$ cat src/shared/uctf_pkg.sv
package uctf_pkg;

   // ************************************************************
   // register indices on the plain register port
   // ************************************************************
   localparam logic [2:0] ADDR_DATA = 3'h0;
   localparam logic [2:0] ADDR_STAT_A = 3'h1;
   localparam logic [2:0] ADDR_CTRL_B = 3'h2;
   localparam logic [2:0] ADDR_CTRL_C = 3'h3;
   localparam logic [2:0] ADDR_BAUD_LO = 3'h4;
   localparam logic [2:0] ADDR_BAUD_HI = 3'h5;

   // ************************************************************
   // field positions
   // ************************************************************
   // status / control A
   localparam int A_RX_DONE = 7;
   localparam int A_TX_DONE = 6;
   localparam int A_BUF_EMPTY = 5;
   localparam int A_FRAME_ERR = 4;
   localparam int A_PAR_ERR = 2;
   localparam int A_DBL_SPEED = 1;
   // control B
   localparam int B_CLK_MASTER = 5;
   localparam int B_RX_EN = 4;
   localparam int B_TX_EN = 3;
   localparam int B_CHR_SZ2 = 2;
   localparam int B_RX_NINTH = 1;
   localparam int B_TX_NINTH = 0;
   // control C
   localparam int C_SYNC_MODE = 6;
   localparam int C_PAR_HI = 5;
   localparam int C_PAR_LO = 4;
   localparam int C_STOP2 = 3;
   localparam int C_CHR_HI = 2;
   localparam int C_CHR_LO = 1;
   localparam int C_CLK_POL = 0;

   // ************************************************************
   // reset values and timing counts
   // ************************************************************
   localparam logic [1:0] RST_PAR_MODE = 2'h0;
   localparam logic [1:0] RST_CHR_SZ = 2'h3;      // eight data bits after reset
   localparam logic [11:0] RST_BAUD = 12'h000;
   localparam logic [3:0] SAMPLES_NORMAL = 4'hF;  // last of 16 ticks per bit
   localparam logic [3:0] SAMPLES_DOUBLE = 4'h7;  // last of 8 ticks per bit
   localparam logic [3:0] MID_NORMAL = 4'h7;      // middle of start bit, 16 ticks
   localparam logic [3:0] MID_DOUBLE = 4'h3;      // middle of start bit, 8 ticks
   localparam logic [1:0] PAR_EVEN = 2'h2;
   localparam logic [1:0] PAR_ODD = 2'h3;
   localparam logic [2:0] CHR_NINE = 3'h7;

   // ************************************************************
   // types
   // ************************************************************
   typedef struct packed {
      logic [2:0] addr;
      logic [7:0] wdata;
      logic wr;
      logic rd;
   } uctf_req_t;

   typedef enum logic [2:0] {
      TX_IDLE, TX_START, TX_DATA, TX_PAR, TX_STOP1, TX_STOP2
   } uctf_tx_state_t;

   typedef enum logic [2:0] {
      RX_IDLE, RX_START, RX_DATA, RX_PAR, RX_STOP
   } uctf_rx_state_t;

endpackage : uctf_pkg

$ cat src/uctf_core.sv
// Overview of operation
// - double speed cuts divisor sixteen to eight
// - double speed receiver uses eight samples
// - double speed ignored in synchronous mode
// - slave clock synchronised then edge detected
// - sync mode: clock pin input or output
// - sync sample opposite edge to change
// - polarity zero: change rising, sample falling
// - all thirty frame formats supported
// - start, data LSB first, parity, stops
// - next frame follows or line idles high
// - receiver and transmitter share frame format
// - only first stop bit checked for error
// - parity is data XOR, inverted for odd
// - transmit enable takes over serial output
// - only sync master drives transfer clock pin
// - data write loads buffer, starts transmission
// - buffer moves to idle or finished shifter
// - unused upper data bits ignored
// - baud down-counter reloads, ticks at zero
// - transmitter divides ticks by 2/8/16
// - size code 7 selects nine bits
`timescale 1ns/1ps

module uctf_core (
   // clock and reset
   input wire logic mclk,
   input wire logic rst,
   // register port
   input wire uctf_pkg::uctf_req_t regReq,
   output logic [7:0] regRdata,
   // serial data pins
   input wire logic serialInPin,
   output logic serialOutPin,
   output logic serialOutOe,
   // transfer clock pin
   input wire logic xferClkIn,
   output logic xferClkOut,
   output logic xferClkOe
);
   import uctf_pkg::*;

   // ************************************************************
   // state
   // ************************************************************
   typedef struct packed {
      logic [7:0] rdData;
      logic dblSpeed;
      logic txDoneF;
      logic rxDoneF;
      logic frameErrF;
      logic parErrF;
      logic rxEn;
      logic transmit_enable_bit;
      logic clkMaster;
      logic chrSz2;
      logic txNinth;
      logic syncMode;
      logic [1:0] parMode;
      logic stop2;
      logic [1:0] chrSz10;
      logic clkPol;
      logic [11:0] baud;
      logic [11:0] baudCnt;
      logic [3:0] txDiv;
      logic xckInt;
      logic xckS1;
      logic xckS2;
      logic xckS3;
      logic [8:0] bufData;
      logic bufFull;
      uctf_tx_state_t txSt;
      logic [8:0] txSh;
      logic [3:0] txBit;
      logic txPar;
      logic txOut;
      uctf_rx_state_t rxSt;
      logic [8:0] rxSh;
      logic [3:0] rxBit;
      logic [3:0] rxDiv;
      logic rxPar;
      logic [8:0] rxData;
   } uctf_state_t;

   uctf_state_t s_q;
   uctf_state_t s_d;

   // ************************************************************
   // decoded configuration
   // ************************************************************
   logic [2:0] chrCode;
   logic [3:0] nBits;
   logic dblEff;
   logic [3:0] bitLast;
   logic [3:0] midLast;
   logic baudTick;
   logic slvRise;
   logic slvFall;
   logic changeEv;
   logic sampleEv;
   logic txEv;
   logic rxSample;
   logic rxLine;
   logic txActive;

   // character size: 0..3 are 5..8 bits, 7 is nine, reserved codes run as eight
   always_comb begin
      chrCode = {s_q.chrSz2, s_q.chrSz10};
      case (chrCode)
         3'h0: nBits = 4'h5;
         3'h1: nBits = 4'h6;
         3'h2: nBits = 4'h7;
         CHR_NINE: nBits = 4'h9;
         default: nBits = 4'h8;
      endcase
   end

   // double speed only counts outside synchronous mode
   assign dblEff = s_q.dblSpeed & ~s_q.syncMode;
   assign bitLast = dblEff ? SAMPLES_DOUBLE : SAMPLES_NORMAL;
   assign midLast = dblEff ? MID_DOUBLE : MID_NORMAL;
   assign baudTick = (s_q.baudCnt == 12'h000);

   // slave clock edges come off the second and third stages only
   assign slvRise = s_q.xckS2 & ~s_q.xckS3;
   assign slvFall = ~s_q.xckS2 & s_q.xckS3;

   // master: internal rise is the change edge; the pin is flipped by polarity
   always_comb begin
      if (s_q.clkMaster) begin
         changeEv = baudTick & ~s_q.xckInt;
         sampleEv = baudTick & s_q.xckInt;
      end else begin
         changeEv = s_q.clkPol ? slvFall : slvRise;
         sampleEv = s_q.clkPol ? slvRise : slvFall;
      end
   end

   assign txEv = s_q.syncMode ? changeEv : (baudTick && s_q.txDiv == bitLast);
   assign rxLine = serialInPin;
   assign rxSample = s_q.syncMode ? sampleEv
                     : (baudTick && s_q.rxDiv == ((s_q.rxSt == RX_START) ? midLast : bitLast));
   // a disabled transmitter keeps the pin until pending work is out
   assign txActive = s_q.transmit_enable_bit | s_q.bufFull | (s_q.txSt != TX_IDLE);

   // ************************************************************
   // next state
   // ************************************************************
   always_comb begin
      s_d = s_q;

      // register writes
      if (regReq.wr) begin
         case (regReq.addr)
            ADDR_DATA: begin
               if (!s_q.bufFull) begin
                  // upper bits beyond the character are dropped at send time
                  s_d.bufData = {s_q.txNinth, regReq.wdata};
                  s_d.bufFull = 1'b1;
               end
            end
            ADDR_STAT_A: begin
               s_d.dblSpeed = regReq.wdata[A_DBL_SPEED];
               if (regReq.wdata[A_TX_DONE]) begin
                  s_d.txDoneF = 1'b0;
               end
            end
            ADDR_CTRL_B: begin
               s_d.clkMaster = regReq.wdata[B_CLK_MASTER];
               s_d.rxEn = regReq.wdata[B_RX_EN];
               s_d.transmit_enable_bit = regReq.wdata[B_TX_EN];
               s_d.chrSz2 = regReq.wdata[B_CHR_SZ2];
               s_d.txNinth = regReq.wdata[B_TX_NINTH];
            end
            ADDR_CTRL_C: begin
               s_d.syncMode = regReq.wdata[C_SYNC_MODE];
               s_d.parMode = regReq.wdata[C_PAR_HI:C_PAR_LO];
               s_d.stop2 = regReq.wdata[C_STOP2];
               s_d.chrSz10 = regReq.wdata[C_CHR_HI:C_CHR_LO];
               s_d.clkPol = regReq.wdata[C_CLK_POL];
            end
            ADDR_BAUD_HI: begin
               s_d.baud[11:8] = regReq.wdata[3:0];
            end
            default: begin
               s_d.baud[7:0] = (regReq.addr == ADDR_BAUD_LO) ? regReq.wdata : s_q.baud[7:0];
            end
         endcase
      end

      // register reads, answered one cycle later
      s_d.rdData = 8'h00;
      if (regReq.rd) begin
         case (regReq.addr)
            ADDR_DATA: begin
               s_d.rdData = s_q.rxData[7:0];
               s_d.rxDoneF = 1'b0;
            end
            ADDR_STAT_A: begin
               s_d.rdData[A_RX_DONE] = s_q.rxDoneF;
               s_d.rdData[A_TX_DONE] = s_q.txDoneF;
               s_d.rdData[A_BUF_EMPTY] = ~s_q.bufFull;
               s_d.rdData[A_FRAME_ERR] = s_q.frameErrF;
               s_d.rdData[A_PAR_ERR] = s_q.parErrF;
               s_d.rdData[A_DBL_SPEED] = s_q.dblSpeed;
            end
            ADDR_CTRL_B: begin
               s_d.rdData[B_CLK_MASTER] = s_q.clkMaster;
               s_d.rdData[B_RX_EN] = s_q.rxEn;
               s_d.rdData[B_TX_EN] = s_q.transmit_enable_bit;
               s_d.rdData[B_CHR_SZ2] = s_q.chrSz2;
               s_d.rdData[B_RX_NINTH] = s_q.rxData[8];
               s_d.rdData[B_TX_NINTH] = s_q.txNinth;
            end
            ADDR_CTRL_C: begin
               s_d.rdData[C_SYNC_MODE] = s_q.syncMode;
               s_d.rdData[C_PAR_HI:C_PAR_LO] = s_q.parMode;
               s_d.rdData[C_STOP2] = s_q.stop2;
               s_d.rdData[C_CHR_HI:C_CHR_LO] = s_q.chrSz10;
               s_d.rdData[C_CLK_POL] = s_q.clkPol;
            end
            ADDR_BAUD_LO: s_d.rdData = s_q.baud[7:0];
            ADDR_BAUD_HI: s_d.rdData = {4'h0, s_q.baud[11:8]};
            default: s_d.rdData = 8'h00;
         endcase
      end

      // baud down-counter; a low-byte write restarts it at once
      if (regReq.wr && regReq.addr == ADDR_BAUD_LO) begin
         s_d.baudCnt = {s_q.baud[11:8], regReq.wdata};
      end else if (baudTick) begin
         s_d.baudCnt = s_q.baud;
      end else begin
         s_d.baudCnt = s_q.baudCnt - 12'h001;
      end

      // transmit tick divider and master clock
      if (baudTick) begin
         s_d.txDiv = (s_q.txDiv >= bitLast) ? 4'h0 : s_q.txDiv + 4'h1;
         s_d.xckInt = s_q.syncMode & s_q.clkMaster & ~s_q.xckInt;
      end

      // slave clock synchroniser and edge history
      s_d.xckS1 = xferClkIn;
      s_d.xckS2 = s_q.xckS1;
      s_d.xckS3 = s_q.xckS2;

      // ********************************************************
      // transmitter
      // ********************************************************
      if (s_q.txSt == TX_IDLE) begin
         s_d.txOut = 1'b1;
         if (s_q.bufFull && s_q.transmit_enable_bit) begin
            s_d.txSh = s_q.bufData;
            s_d.bufFull = 1'b0;
            s_d.txSt = TX_START;
         end
      end else if (txEv) begin
         case (s_q.txSt)
            TX_START: begin
               s_d.txOut = 1'b0;
               s_d.txBit = 4'h0;
               s_d.txPar = 1'b0;
               s_d.txSt = TX_DATA;
            end
            TX_DATA: begin
               s_d.txOut = s_q.txSh[s_q.txBit];
               s_d.txPar = s_q.txPar ^ s_q.txSh[s_q.txBit];
               s_d.txBit = s_q.txBit + 4'h1;
               if (s_q.txBit == nBits - 4'h1) begin
                  s_d.txSt = s_q.parMode[1] ? TX_PAR : TX_STOP1;
               end
            end
            TX_PAR: begin
               s_d.txOut = s_q.txPar ^ (s_q.parMode == PAR_ODD);
               s_d.txSt = TX_STOP1;
            end
            TX_STOP1: begin
               s_d.txOut = 1'b1;
               s_d.txSt = s_q.stop2 ? TX_STOP2 : TX_IDLE;
            end
            TX_STOP2: begin
               s_d.txOut = 1'b1;
               s_d.txSt = TX_IDLE;
            end
            default: s_d.txSt = TX_IDLE;
         endcase
      end

      // a finished frame hands straight to a waiting buffer
      if (s_q.txSt != TX_IDLE && s_d.txSt == TX_IDLE && txEv) begin
         if (s_q.bufFull) begin
            s_d.txSh = s_q.bufData;
            s_d.bufFull = 1'b0;
            s_d.txSt = TX_START;
         end else begin
            s_d.txDoneF = 1'b1; // set wins over a same-cycle clear
         end
      end
      // buffer refill that coincides with the hand-over keeps the new word
      if (regReq.wr && regReq.addr == ADDR_DATA && s_q.bufFull && s_d.bufFull == 1'b0) begin
         s_d.bufData = {s_q.txNinth, regReq.wdata};
         s_d.bufFull = 1'b1;
      end

      // ********************************************************
      // receiver, same format fields as the transmitter
      // ********************************************************
      if (baudTick && !s_q.syncMode) begin
         s_d.rxDiv = (s_q.rxDiv >= bitLast) ? 4'h0 : s_q.rxDiv + 4'h1;
      end
      if (!s_q.rxEn) begin
         s_d.rxSt = RX_IDLE;
      end else begin
         case (s_q.rxSt)
            RX_IDLE: begin
               s_d.rxSh = 9'h000;
               s_d.rxBit = 4'h0;
               s_d.rxPar = 1'b0;
               if (s_q.syncMode) begin
                  if (sampleEv && !rxLine) begin
                     s_d.rxSt = RX_DATA;
                  end
               end else if (!rxLine) begin
                  s_d.rxDiv = 4'h0;
                  s_d.rxSt = RX_START;
               end
            end
            RX_START: begin
               if (rxSample) begin
                  s_d.rxDiv = 4'h0;
                  // a start bit gone high at mid-bit was only a glitch
                  s_d.rxSt = rxLine ? RX_IDLE : RX_DATA;
               end
            end
            RX_DATA: begin
               if (rxSample) begin
                  s_d.rxSh[s_q.rxBit] = rxLine;
                  s_d.rxPar = s_q.rxPar ^ rxLine;
                  s_d.rxBit = s_q.rxBit + 4'h1;
                  if (s_q.rxBit == nBits - 4'h1) begin
                     s_d.rxSt = s_q.parMode[1] ? RX_PAR : RX_STOP;
                  end
               end
            end
            RX_PAR: begin
               if (rxSample) begin
                  s_d.rxPar = s_q.rxPar ^ rxLine ^ (s_q.parMode == PAR_ODD);
                  s_d.rxSt = RX_STOP;
               end
            end
            RX_STOP: begin
               // only the first stop bit is looked at; a second passes as idle
               if (rxSample) begin
                  s_d.frameErrF = ~rxLine;
                  s_d.parErrF = s_q.rxPar;
                  s_d.rxData = s_q.rxSh;
                  s_d.rxDoneF = 1'b1; // set wins over a same-cycle read
                  s_d.rxSt = RX_IDLE;
               end
            end
            default: s_d.rxSt = RX_IDLE;
         endcase
      end
   end

   // ************************************************************
   // state register
   // ************************************************************
   always_ff @(posedge mclk) begin
      if (rst) begin
         s_q <= '0;
         s_q.chrSz10 <= RST_CHR_SZ;
         s_q.parMode <= RST_PAR_MODE;
         s_q.baud <= RST_BAUD;
         s_q.baudCnt <= RST_BAUD;
         s_q.txSt <= TX_IDLE;
         s_q.rxSt <= RX_IDLE;
         s_q.txOut <= 1'b1;
         s_q.rxSh <= 9'h000;
      end else begin
         s_q <= s_d;
      end
   end

   // ************************************************************
   // outputs
   // ************************************************************
   assign regRdata = s_q.rdData;
   assign serialOutPin = s_q.txOut;
   assign serialOutOe = txActive;
   assign xferClkOut = s_q.xckInt ^ s_q.clkPol;
   // master drives the pin only in sync mode; transmit use has no effect on it
   assign xferClkOe = s_q.syncMode & s_q.clkMaster;

endmodule : uctf_core

$ cat config.mk
export PLATFORM = sky130hd
export DESIGN_NAME = uctf_core
export DESIGN_NICKNAME = d
export VERILOG_FILES = /design/src/shared/uctf_pkg.sv /design/src/uctf_core.sv
export SDC_FILE = /design/constraint.sdc
export NUM_CORES = 1
export LEC_CHECK = 0
export ABC_AREA = 1
export BUFFER_PORTS_ARGS = -buffer_cell sky130_fd_sc_hd__buf_2
export CORE_MARGIN = 4
export CORE_UTILIZATION = 45
export CTS_BUF_LIST = sky130_fd_sc_hd__clkbuf_8
export DETAILED_ROUTE_END_ITERATION = 16
export GPL_TIMING_DRIVEN = 0
export PLACE_DENSITY = 0.7
export SLEW_MARGIN = 30
export SYNTH_ARGS = -nofsm -noshare
export SYNTH_HDL_FRONTEND = slang
export SYNTH_SLANG_ARGS = --single-unit
$ cat constraint.sdc
create_clock -name mclk -period 5.65 [get_ports mclk]
set_input_delay 0.565 -clock mclk [delete_from_list [all_inputs] [get_ports mclk]]
set_output_delay 0.565 -clock mclk [all_outputs]
set_load 0.01 [all_outputs]
==> impl_results.md <==
* Reg clk slew, reported paths at 0.07 ns
* Most common cell after layout, fill and taps aside: nand2_1
* P_leak at 2.878 nW
* Site row count at 41
* Fin. Hold Viols at 0
* Initial antenna violation count at 0
* Area grow syn2layout at 13.13%
* Post-CTS setup buffer count at 0
* Routing usage on met2 at 34.40%
* Layout cells sized above 1 at 12.29%
* Vias at 5810
* Seq/Total Area, Yosys at 38.29%
* Worst-path fanout max at 10
* Clock network power share at 37.9%
* Number of max-cap violations at 0
* Global-route wire length before repair at 26880 um
* Power per Cell Area at 329.2 mW/mm2
* Largest family of logic cells by synthesized area: simple AND/OR/NAND/NOR gates
* Leading area contributor after synthesis: dfxtp_1
* Net Count, Synth at 905
* Met3 layer usage reported by global route at 5.268%
* Min-Delay Path Depth at 3
* Hold EP: s_d[59]
* Synth unique cells at 46
* Synth top area share at 38.29%
* Area contributors post-synth: dfxtp_1, nand2_1, nor2_1
* Final core utilization at 53.03%
* Crit Path Class: register to register
* Largest net degree at the start of global routing at 17
* Reg-to-Reg Start: s_q[66]
* GR peak layer: met2
* Post-Route WL at 16520 um
* Minimum clock period at 2.420 ns
* Die Wd at 123.6 um
* Fmax at 413.3 MHz
* Most frequent cells in the layout: nand2_1, nor2_1, inv_1
* Die Area at 0.01527 mm2
* Pre-antenna DRT Iters at 6
* Post-Synth XOR/XNOR Area at 2.477%
* Hold Startpoint: xferClkIn
* HPWL Detailed at 12260 um
* Simple-gate portion of the synthesized area at 27.72%
* Synth warn at 0
* Crit path setup slack, layout at 3.230 ns
* Internal power at 1.541 mW
* Worst Max-Slew Pin Slew at 0.8322 ns
* Avg WL per Cell at 14.91 um
* FF-to-FF setup slack at 3.23 ns
* GRT overflow at 0
* Critical path required time at 6.00 ns
* Synth Instances at 877
* GPL Wtd Cong at 0.9323
* Number of global-route vias before repair at 5283
* Clock tree sinks at 115
* Grt met1 use at 32.25%
* Pre-CTS setup slack at 3.265 ns
* Final setup viols at 0
* Drt initial violations at 541
* Setup crit end kind: register
* Clock Tree Root: clkbuf_8
* Clock buffer depth at 2
* Sw Share at 31.16%
* Normalized max-slew margin at 44.52%
* Worst Hold Class: input port to register
* Clock skew at 0.009427 ns
* CORE AREA at 0.01282 mm2
* Synth async-reset ratio at 0%
* RSZ-0062 raised after global routing: no
* Hold_ws at 0.3040 ns
* Synthesized flop and latch total at 115
* Clk_lat worst skew at 0.46 ns
* CTS Buf Count at 17
* Worst reg2reg path depth at 12
* TritonCTS clock tree: done
* # nets final at 952
* Sequential share of power at 41.0%
* Logic gate share of total power at 21.1%
* Post-synth top flop: dfxtp_1
* Vias per cell at 5.244
* Number of nets with antenna violations after routing at 0
* CTS H-tree lvls at 4
* Peak supply drop at 0.0001579 V
* Post-synth EDFFs at 0
* Mux cell area share after synthesis at 0.1665%
* Total negative slack at 0 ns
* Post-CTS Resized at 0
* Synth Area in Adders at 2.289%
* Fin. max-slew vios at 0
* Crit share post-route at 42.83%
* CTS hold repair buffers at 0
* Kind of start point of the critical path: register
* Post-synthesis compound-gate area fraction at 18.75%
* Ant. Diodes at 0
* Run status: finished clean
* Psw at 0.6976 mW
* Arr. time, crit path at 2.77 ns
* Port Buffers at 28
* Synthesized area at 0.006012 mm2
* Height of the die at 123.6 um
* Reg-to-reg endpoint: s_q[4]
* Num ports at 29
* Drc violations at 0
* Total power at 2.239 mW
* Tot GR Track Use at 23.05%
* Syn_area_per_cell at 6.855 um2
* Starting Density at 46.88%
[registers in the layout, indices dropped and copies added (netlist names)]
register      count
s_q             101
regRdata          8
chrCode           3
s_d               2
serialOutPin      1
[through the flow]
stage | cell area, um2 | std cells
2_1_floorplan | 6012 | 877
3_3_place_gp | 6367 | 1077
6_report | 6802 | 1108
5_1_grt | 6802 | 1108
3_5_place_dp | 6367 | 1077
4_1_cts | 6802 | 1108
[Yosys cell counts, types with 2 or more instances]
cell,instances
a41oi_1,2
buf_2,5
clkbuf_1,13
buf_4,8
xnor2_1,4
inv_2,5
nor2_4,2
o21bai_1,2
o211ai_1,4
ha_1,11
nor3_1,10
nor2_2,11
inv_1,120
nand3_1,55
a21oi_1,70
a21oi_2,11
a31oi_1,6
nand2_1,158
nor2_1,122
nand4_1,9
a22oi_1,3
o31ai_1,3
o22ai_1,4
xor2_1,13
nand2_4,4
o21ai_0,76
nand3b_1,2
dfxtp_1,115
nand2_2,4
a221oi_1,5
a211oi_1,5
[metal layers]
layer	vias to the layer above	routed length, um
met5	-	0
met4	0	409
met3	39	1264
met2	197	7012
met1	2622	7835
li1	2952	-
[logic make-up after synthesis]
group	count (synthesis)
AND/OR/NAND/NOR	383
multiplexers	1
AO/OA/AOI/OAI	197
XOR/XNOR	17
flip-flops	115
buffers and inverters	153
adder cells (fa/ha/maj)	11
[worst max path at each step]
stage	to	start	slack [ns]	cells past startpoint
3_5_place_dp	s_q[4]	s_q[66]	3.26	12
4_1_cts	s_q[4]	s_q[66]	3.25	12
6_report	s_q[4]	s_q[66]	3.23	12
5_1_grt	s_q[4]	s_q[66]	3.07	12
2_1_floorplan	s_q[49]	s_q[106]	3.72	15
3_3_place_gp	s_q[4]	s_q[66]	3.28	12
[power by group through the flow]
stage	clock network, mW	registers (mW)	logic (mW)
detailed placement	0	0.936	0.462
CTS	0.858	0.918	0.464
finish	0.849	0.918	0.471
global placement	0	0.935	0.461
floorplan	0	0.923	0.352
global route	0.895	0.926	0.530
[area by class of cell]
cell class	count	area, um2
Fill cell	1302	6023
Clock inverter	11	158.9
Clock buffer	20	275.3
Tap cell	172	215.2
Sequential cell	115	2302
Inverter	126	474.2
Timing Repair Buffer	28	140.1
Multi-Input combinational cell	609	3090
Buffer	27	145.1
[worst max-delay path, cell delays in order (launching register included)]
cell,delay (ns)
dfxtp_1,0.31
inv_1,0.11
ha_1,0.21
nand3_1,0.08
nor2_1,0.10
nand4_1,0.23
nor2_1,0.26
nand3_1,0.18
nand2_2,0.14
nand3_2,0.16
buf_2,0.24
o21ai_0,0.22
nor2_1,0.06
No activity file was read; power rests on OpenSTA's default activity.
